[config.mk]
export PLATFORM = sky130hd
export DESIGN_NAME = cssp_clk_ctrl
export DESIGN_NICKNAME = d
export VERILOG_FILES = /design/src/cssp_clk_ctrl.v /design/src/cssp_settle_cnt.v
export VERILOG_INCLUDE_DIRS = /design/src
export SDC_FILE = /design/constraint.sdc
export NUM_CORES = 1
export LEC_CHECK = 0
export BUFFER_PORTS_ARGS = -buffer_cell sky130_fd_sc_hd__buf_2
export CAP_MARGIN = 10
export CELL_PAD_IN_SITES_DETAIL_PLACEMENT = 1
export CELL_PAD_IN_SITES_GLOBAL_PLACEMENT = 2
export CORE_MARGIN = 2
export CORE_UTILIZATION = 28
export CTS_CLUSTER_SIZE = 14
export DETAILED_ROUTE_END_ITERATION = 8
export PLACE_DENSITY = 0.85
export SLEW_MARGIN = 40
export SYNTH_ARGS = -nofsm -noshare
export SYNTH_HDL_FRONTEND = slang
export SYNTH_SLANG_ARGS = --single-unit
[constraint.sdc]
create_clock -name core_clk -period 1.8 [get_ports core_clk]
set_input_delay 0.18 -clock core_clk [delete_from_list [all_inputs] [get_ports core_clk]]
set_output_delay 0.18 -clock core_clk [all_outputs]
set_load 0.1 [all_outputs]
[src/cssp_consts.vh]
// Constants for the clock switch and power-save controller.
// Assumes inclusion by its bare name from each design file.
`ifndef CSSP_CONSTS_VH
`define CSSP_CONSTS_VH

// ----------------------------------------------------------------
// Register offsets
// ----------------------------------------------------------------
`define CSSP_OFF_OSCCTL 4'h0
`define CSSP_OFF_PWRCTL 4'h1
`define CSSP_OFF_STATUS 4'h2

// ----------------------------------------------------------------
// Field positions in the oscillator control register
// ----------------------------------------------------------------
`define CSSP_CUR_HI 14
`define CSSP_CUR_LO 12
`define CSSP_REQ_HI 10
`define CSSP_REQ_LO 8
`define CSSP_BIT_LOCK 5
`define CSSP_BIT_FAIL 3
`define CSSP_BIT_SECEN 1
`define CSSP_BIT_SWREQ 0

// ----------------------------------------------------------------
// Source codes
// ----------------------------------------------------------------
`define CSSP_SRC_FRC 3'h0
`define CSSP_SRC_FAST_RC_WITH_PLL 3'h1
`define CSSP_SRC_PRI 3'h2
`define CSSP_SRC_PRIPLL 3'h3
`define CSSP_SRC_SEC 3'h4
`define CSSP_SRC_LOW_POWER_RC_OSC 3'h5

// ----------------------------------------------------------------
// Power-save operands, reset values, timing and unlock keys
// ----------------------------------------------------------------
`define CSSP_PS_SLEEP 1'b0
`define CSSP_PS_IDLE 1'b1
`define CSSP_RST_SRC 3'h0
`define CSSP_SETTLE_CYCLES 4'hA
`define CSSP_KEY1 8'h57
`define CSSP_KEY2 8'hAA

`endif

[src/cssp_clk_ctrl.v]
// Clock switch, fail-safe fallback and Sleep/Idle control.
// Assumes oscillator ready, lock and tick inputs synchronous to core_clk.
`timescale 1ns/10ps
`include "cssp_consts.vh"

module cssp_clk_ctrl #(
  parameter SETTLE = 4
) (
  // Clock and reset
  input wire core_clk,
  input wire sys_rst,
  // Register port
  input wire [3:0] reg_addr,
  input wire [15:0] reg_wdata,
  input wire reg_wr,
  input wire reg_rd,
  output reg [15:0] reg_rdata_q,
  // Configuration
  input wire switch_enable_fuse,
  input wire failsafe_enable,
  input wire watchdog_enable,
  input wire [5:0] osc_is_crystal,
  // Oscillator status
  input wire [5:0] osc_ready,
  input wire osc_startup_timer_done,
  input wire pll_locked,
  input wire target_clk_tick,
  input wire osc_failed,
  // Power-save instruction and wake sources
  input wire power_save_instr,
  input wire power_save_idle,
  input wire irq_wake,
  input wire watchdog_timeout,
  // Outputs
  output reg [5:0] osc_enable_q,
  output reg [2:0] sys_clk_sel_q,
  output reg sys_clk_run_q,
  output reg cpu_clk_run_q,
  output reg periph_clk_run_q,
  output reg failsafe_active_q,
  output reg clock_fail_trap_q,
  output reg watchdog_clear_q
);

  // ----------------------------------------------------------------
  // States
  // ----------------------------------------------------------------
  localparam [2:0] ST_IDLE = 3'h0;
  localparam [2:0] ST_START = 3'h1;
  localparam [2:0] ST_LOCK = 3'h2;
  localparam [2:0] ST_SETTLE = 3'h3;
  localparam [2:0] ST_CHANGE = 3'h4;
  localparam [1:0] PM_RUN = 2'h0;
  localparam [1:0] PM_SLEEP = 2'h1;
  localparam [1:0] PM_IDLE = 2'h2;

  reg [2:0] st_q;
  reg [1:0] pm_q;
  reg [2:0] current_source_sel_q;
  reg [2:0] requested_source_sel_q;
  reg switch_request_q;
  reg clock_fail_flag_q;
  reg pll_lock_flag_q;
  reg secondary_osc_enable_q;
  reg [1:0] unlock_q;
  reg [2:0] prev_src_q;
  reg settle_start_q;
  wire settle_done;
  wire target_pll;
  wire wr_osc;
  wire low_power_rc_osc_need;
  wire fail_event;
  wire wake_event;
  reg wake_hold_q;

  assign target_pll = (requested_source_sel_q == `CSSP_SRC_FAST_RC_WITH_PLL) ||
                      (requested_source_sel_q == `CSSP_SRC_PRIPLL);
  assign wr_osc = reg_wr && (reg_addr == `CSSP_OFF_OSCCTL);
  assign low_power_rc_osc_need = watchdog_enable || failsafe_enable;
  // The monitor output lags Sleep entry by a cycle, so Sleep gates it here
  assign fail_event = failsafe_active_q && osc_failed &&
                      (pm_q != PM_SLEEP) &&
                      (current_source_sel_q != `CSSP_SRC_FRC);
  // A wake that arrived with the power-save instruction is kept one cycle
  assign wake_event = irq_wake || watchdog_timeout || wake_hold_q;

  // Counts target clock edges; the count itself is fixed at ten
  cssp_settle_cnt #(
    .WIDTH(SETTLE),
    .COUNT(`CSSP_SETTLE_CYCLES)
  ) u_settle (
    .core_clk(core_clk),
    .sys_rst(sys_rst),
    .start(settle_start_q),
    .tick(target_clk_tick),
    .done_q(settle_done)
  );

  // ----------------------------------------------------------------
  // Register writes, unlock and switch sequencing
  // ----------------------------------------------------------------
  // Unlock: two key writes to the status offset open one control write.
  always @(posedge core_clk or posedge sys_rst)
  begin
    if (sys_rst)
    begin
      unlock_q <= 2'h0;
    end
    else if (reg_wr && reg_addr == `CSSP_OFF_STATUS &&
             reg_wdata[7:0] == `CSSP_KEY1)
    begin
      unlock_q <= 2'h1;
    end
    else if (reg_wr && reg_addr == `CSSP_OFF_STATUS &&
             reg_wdata[7:0] == `CSSP_KEY2 && unlock_q == 2'h1)
    begin
      unlock_q <= 2'h2;
    end
    // Any other write closes the unlock, whether it landed or not
    else if (reg_wr)
    begin
      unlock_q <= 2'h0;
    end
  end

  always @(posedge core_clk or posedge sys_rst)
  begin
    if (sys_rst)
    begin
      st_q <= ST_IDLE;
      current_source_sel_q <= `CSSP_RST_SRC;
      requested_source_sel_q <= `CSSP_RST_SRC;
      switch_request_q <= 1'b0;
      clock_fail_flag_q <= 1'b0;
      pll_lock_flag_q <= 1'b0;
      secondary_osc_enable_q <= 1'b0;
      prev_src_q <= `CSSP_RST_SRC;
      settle_start_q <= 1'b0;
      clock_fail_trap_q <= 1'b0;
    end
    else
    begin
      settle_start_q <= 1'b0;
      clock_fail_trap_q <= 1'b0;
      pll_lock_flag_q <= pll_locked;
      // Software clear of fail flag; a new failure below wins.
      if (wr_osc && unlock_q == 2'h2 && !reg_wdata[`CSSP_BIT_FAIL])
        clock_fail_flag_q <= 1'b0;
      if (wr_osc && unlock_q == 2'h2)
        secondary_osc_enable_q <= reg_wdata[`CSSP_BIT_SECEN];
      if (wr_osc && unlock_q == 2'h2 && switch_enable_fuse &&
          st_q == ST_IDLE)
      begin
        requested_source_sel_q <= reg_wdata[`CSSP_REQ_HI:`CSSP_REQ_LO];
        switch_request_q <= reg_wdata[`CSSP_BIT_SWREQ];
      end
      // Fuse low: no switching, no monitor, request held at zero
      if (!switch_enable_fuse)
      begin
        switch_request_q <= 1'b0;
        st_q <= ST_IDLE;
      end
      else if (fail_event)
      begin
        // Set wins over a software clear in the same cycle
        clock_fail_flag_q <= 1'b1;
        clock_fail_trap_q <= 1'b1;
        prev_src_q <= current_source_sel_q;
        current_source_sel_q <= `CSSP_SRC_FRC;
        switch_request_q <= 1'b0;
        st_q <= ST_IDLE;
      end
      else if (pm_q != PM_SLEEP)
      begin
        // Sequencing runs in Run and in Idle; only Sleep freezes it
        case (st_q)
          ST_IDLE:
            if (switch_request_q)
            begin
              // Redundant: nothing starts and no flag is touched
              if (requested_source_sel_q == current_source_sel_q)
                switch_request_q <= 1'b0;
              else
              begin
                pll_lock_flag_q <= 1'b0;
                clock_fail_flag_q <= 1'b0;
                st_q <= ST_START;
              end
            end
          ST_START:
            // Stays here with the request set if never ready
            if (osc_ready[requested_source_sel_q] &&
                (!osc_is_crystal[requested_source_sel_q] ||
                 osc_startup_timer_done))
              st_q <= ST_LOCK;
          ST_LOCK:
            if (!target_pll || pll_locked)
            begin
              settle_start_q <= 1'b1;
              st_q <= ST_SETTLE;
            end
          ST_SETTLE:
            // A done left over from the last switch is masked by start
            if (settle_done && !settle_start_q)
              st_q <= ST_CHANGE;
          ST_CHANGE:
          begin
            // The old source leaves the enables on the next cycle
            prev_src_q <= current_source_sel_q;
            current_source_sel_q <= requested_source_sel_q;
            switch_request_q <= 1'b0;
            st_q <= ST_IDLE;
          end
          default:
            st_q <= ST_IDLE;
        endcase
      end
    end
  end

  // ----------------------------------------------------------------
  // Power-save modes
  // ----------------------------------------------------------------
  // Sequencing freezes in Sleep; a pending switch resumes after wake
  always @(posedge core_clk or posedge sys_rst)
  begin
    if (sys_rst)
    begin
      pm_q <= PM_RUN; // Any reset wakes
      watchdog_clear_q <= 1'b0;
      wake_hold_q <= 1'b0;
    end
    else
    begin
      watchdog_clear_q <= 1'b0;
      wake_hold_q <= 1'b0;
      case (pm_q)
        PM_RUN:
          if (power_save_instr)
          begin
            pm_q <= power_save_idle ? PM_IDLE : PM_SLEEP;
            watchdog_clear_q <= watchdog_enable;
            // Entry completes first; the held wake then ends it
            wake_hold_q <= irq_wake || watchdog_timeout;
          end
        PM_SLEEP, PM_IDLE:
          // Processor clock returns two cycles after the wake, one cycle after pm_q
          if (wake_event)
            pm_q <= PM_RUN;
        default:
          pm_q <= PM_RUN;
      endcase
    end
  end

  // ----------------------------------------------------------------
  // Clock and oscillator outputs
  // ----------------------------------------------------------------
  // Selection is kept across Sleep so wake resumes on the same source.
  always @(posedge core_clk or posedge sys_rst)
  begin
    if (sys_rst)
    begin
      osc_enable_q <= 6'h01;
      sys_clk_sel_q <= `CSSP_RST_SRC;
      sys_clk_run_q <= 1'b1;
      cpu_clk_run_q <= 1'b1;
      periph_clk_run_q <= 1'b1;
      failsafe_active_q <= 1'b0;
    end
    else
    begin
      sys_clk_sel_q <= current_source_sel_q;
      sys_clk_run_q <= (pm_q != PM_SLEEP);
      periph_clk_run_q <= (pm_q != PM_SLEEP);
      cpu_clk_run_q <= (pm_q == PM_RUN);
      failsafe_active_q <= failsafe_enable && switch_enable_fuse &&
                           (pm_q != PM_SLEEP);
      if (pm_q == PM_SLEEP)
      begin
        osc_enable_q <= 6'h00;
        osc_enable_q[`CSSP_SRC_LOW_POWER_RC_OSC] <= watchdog_enable;
        // Secondary keeps running while its enable stays set
        osc_enable_q[`CSSP_SRC_SEC] <= secondary_osc_enable_q;
      end
      else
      begin
        osc_enable_q <= 6'h00; // Old source drops here
        osc_enable_q[current_source_sel_q] <= 1'b1;
        if (st_q != ST_IDLE)
          osc_enable_q[requested_source_sel_q] <= 1'b1;
        if (low_power_rc_osc_need)
          osc_enable_q[`CSSP_SRC_LOW_POWER_RC_OSC] <= 1'b1;
        if (secondary_osc_enable_q)
          osc_enable_q[`CSSP_SRC_SEC] <= 1'b1;
      end
    end
  end

  // ----------------------------------------------------------------
  // Register reads
  // ----------------------------------------------------------------
  // Unused offsets and cycles without a read strobe return zero
  always @(posedge core_clk or posedge sys_rst)
  begin
    if (sys_rst)
      reg_rdata_q <= 16'h0000;
    else if (reg_rd && reg_addr == `CSSP_OFF_OSCCTL)
      reg_rdata_q <= {1'b0, current_source_sel_q, 1'b0,
                      requested_source_sel_q, 2'b00, pll_lock_flag_q,
                      1'b0, clock_fail_flag_q, 1'b0,
                      secondary_osc_enable_q, switch_request_q};
    else if (reg_rd && reg_addr == `CSSP_OFF_STATUS)
      reg_rdata_q <= {8'h00, prev_src_q, st_q, pm_q};
    else
      reg_rdata_q <= 16'h0000;
  end

endmodule // cssp_clk_ctrl

[src/cssp_settle_cnt.v]
// Settling counter: counts edges of the target clock, seen as a pulse.
// Assumes the tick is already synchronous to core_clk.
`timescale 1ns/10ps
`include "cssp_consts.vh"

module cssp_settle_cnt #(
  parameter WIDTH = 4,
  parameter [WIDTH-1:0] COUNT = `CSSP_SETTLE_CYCLES
) (
  // Clock and reset
  input wire core_clk,
  input wire sys_rst,
  // Control
  input wire start,
  input wire tick,
  output reg done_q
);

  reg [WIDTH-1:0] cnt_q;

  always @(posedge core_clk or posedge sys_rst)
  begin
    if (sys_rst)
    begin
      cnt_q <= {WIDTH{1'b0}};
      done_q <= 1'b0;
    end
    else if (start)
    begin
      cnt_q <= {WIDTH{1'b0}};
      done_q <= 1'b0;
    end
    else if (tick && !done_q)
    begin
      cnt_q <= cnt_q + 1'b1;
      done_q <= (cnt_q == COUNT - 1'b1);
    end
  end

endmodule // cssp_settle_cnt
==> impl_summary.txt <==
----------------------------------------------------
[Power and ir drop]
  PwrDens ... 1050 nW/µm²
  Leakage power total ... 1.67 nW
  Design Power ... 3.48 mW
  Peak supply drop ... 432 µV

[Die]
  Area enclosed by the die boundary ... 10,100 µm²
  Vertical extent of the die ... 101 µm
  Area of the core ... 9150 µm²
  Standard-cell row count ... 35
  Die X-Extent ... 101 µm
  Initial Util ... 28.5%
  Number of I/O pins ... 78

[CTS]
  Master cell of the clock root buffer ... sky130_fd_sc_hd__clkbuf_8
  Count of H-tree levels built during CTS ... 2
  CTS buffer count ... 5
  Worst-case clock buffer depth ... 2
  Post-CTS setup-driven buffer insertion count ... 0
  Clock tree from TritonCTS ... built
  Clock transition at the register clock pins on the worst setup and hold paths after CTS ... 100 ps
  Worst-skew pair later-pin latency ... 320 ps
  Total clock sinks ... 55

[Drt]
  Remaining number of nets flagged by the antenna check after routing ... 0
  Final routed wire length divided by cell count ... 15.6 µm
  Via Count ... 2,130
  Number of iterations in the first detailed-routing pass ... 4
  Wire length reported by the detailed router ... 6.84 mm
  1st-iter DRT viols ... 79
  Vias per inst ... 4.86
  Residual DRC count ... 0

[Timing]
  Achievable clock frequency ... 587 MHz
  Measured slew at the worst slew-check pin ... 523 ps
  Clock period minus final worst setup slack ... 1700 ps
  Final Cycle Share ... 94.6%
  Post-route setup slack ... 97.3 ps
  Setup TNS ... 0 ps
  Count of final max-slew check failures ... 0
  Final Hold Fails ... 0
  Worst setup skew after layout ... 8.50 ps
  Setup-violating endpoint count in the final report ... 0
  Max-slew headroom at the worst pin ... 65.1%

[Yosys]
  Sequential area share after synthesis ... 52.9%
  Area contributors post-synth ... sky130_fd_sc_hd__dfrtp_1 (50%), sky130_fd_sc_hd__mux2i_1 (4.2%), sky130_fd_sc_hd__nor2_1 (3.5%)
  Most used flip-flop cell after synthesis ... sky130_fd_sc_hd__dfrtp_1
  Async S/R FF share, synth ... 100%
  Flip-flop and latch count after synthesis ... 55
  Most common library cells after synthesis ... sky130_fd_sc_hd__dfrtp_1 (52), sky130_fd_sc_hd__nor2_1 (24), sky130_fd_sc_hd__nand2_1 (17), sky130_fd_sc_hd__inv_1 (13), sky130_fd_sc_hd__mux2i_1 (11)
  Library cell occupying the most area in the post-synthesis netlist ... sky130_fd_sc_hd__dfrtp_1
  Area of the mapped netlist ... 2610 µm²
  Synth Instances ... 243
  Fraction of post-synthesis cell area in the top cell type by area ... 49.9%
  Syn_area_per_cell ... 10.7 µm²
  Number of library cell types mapped by synthesis ... 53
  Number of enable-type register cells in the synthesized netlist ... 0
  Synth warnings ... 0
  Leading cell type by number of instances after synthesis ... sky130_fd_sc_hd__dfrtp_1

[Finish]
  Synth-to-Final Area Change ... 27.3%
  Area taken by multi-input logic gates ... 1120 µm²
  # diodes ... 0
  Final instance area ... 3320 µm²
  Fraction of layout cells with a size suffix above 1 ... 38.2%
  Fillers ... 1,043
  Sequential cell area ... 1380 µm²
  Number of nets in the layout ... 377

[Setup path]
  Critical path peak fanout ... 4
  Req. time, crit path ... 1980 ps
  Crit. End Element ... register
  Startpoint-to-endpoint class of the critical path ... reg2reg
  Setup slack, reg-to-reg ... 100 ps
  Type of origin of the critical path ... register
  Arrival time at the worst endpoint ... 1890 ps

[Global routing]
  Pin count of the biggest net entering global routing ... 26
  First-pass GRT wire length ... 10.6 mm
  Antenna violations before repair ... 0
  Overall track demand over capacity in global routing ... 13.6%
  Global-route congestion overflow total ... 0
  Number of global-route vias before repair ... 2,065

[Placement]
  Placed Area ... 3150 µm²
  Placer Congestion ... 0.841
  Detailed placer's ending HPWL ... 5.31 mm
  Worst slack at placement ... 67.7 ps
  Port Buffer Count ... 70

[Hold path]
  Worst hold path class ... in2reg

[Run status]
  Outcome ... finished clean

[Flow run]
  Number of max-capacitance violations reported ... 0

----------------------------------------------------
-- sequential cells by signal, summed over array words and instances (netlist names), 3 cells and up --
register                cells
current_source_sel_q        3
osc_enable_q                6
prev_src_q                  3
reg_rdata_q                14
requested_source_sel_q      3
st_q                        3
sys_clk_sel_q               3
u_settle.cnt_q              4
-- report_power, final --
| group | switching [mW] | internal, mW |
|---|---|---|
| sequential | 0.116 | 1.39 |
| clock | 0.423 | 0.458 |
| combinational | 0.749 | 0.346 |
-- worst max-delay path, cell delays in order, from the launching register on --
cell,delay [ps]
sky130_fd_sc_hd__dfrtp_1,440
sky130_fd_sc_hd__xor2_1,260
sky130_fd_sc_hd__o31ai_2,130
sky130_fd_sc_hd__a221o_2,430
sky130_fd_sc_hd__a41oi_2,200
sky130_fd_sc_hd__o21ai_0,110
-- final timing paths --
kind,start,to,cells past startpoint
worst max-delay path,current_source_sel_q[1],st_q[1],5
worst min-delay path,reg_wr,unlock_q[1],2
worst max register to register,current_source_sel_q[1],st_q[1],5
worst min register to register,unlock_q[1],unlock_q[1],1
max in group asynchronous,sys_rst,st_q[0],4
min in group asynchronous,sys_rst,reg_rdata_q[7],3
-- logic make-up after synthesis --
group           count (synthesis)  share of synthesized area (%)
compound gates                 35                           9.20
other cells                     1                          0.144
fa+ha+maj                       4                           1.92
mux                            18                           7.67
flops                          55                           52.9
simple gates                   95                           20.4
buf+inv                        29                           5.80
xor+xnor                        6                           2.01
-- layer usage --
layer	global-route usage (%)	vias to the layer above	share of wire (%)
li1	-	995	-
met1	18.3	1055	45
met2	22.3	72	49
met3	2.84	8	5.3
met4	3.79	0	1.5
met5	0	-	0
-- timing repair --
item | CTS | global route
setup endpoints to repair | 0 | 4
gates resized for setup | 0 | 8
hold endpoints to repair | 21 | 0
hold buffers | 1 | 0
-- through the flow --
step                hold slack, ps  utilization [%]  instances
finish                        59.9             36.3        438
floorplan                      273                -        244
global placement               233             34.4        429
CTS                           55.8             35.9        438
detailed placement             245             34.4        429
global route                  51.8             36.3        438
-- cell type report --
class                   count  share of cell area [%]
clock buffers               6                    2.49
flip-flops and latches     55                    41.7
multi-input cells         160                    33.7
repair buffers             91                    15.4
inverters                  13                    1.47
clock inverters             2                    1.17
well taps                 111                    4.18
-- cells in the final DEF (no fill, tap or decap), drive strengths merged, types with 6 or more instances in the layout --
cell    count
and2        7
buf        90
clkbuf      6
dfrtp      52
inv        14
mux2        7
mux2i      11
nand2      17
nand3       6
nor2       24
nor3        9
o21ai      10
Note: power is estimated with default switching activity, not from simulation.
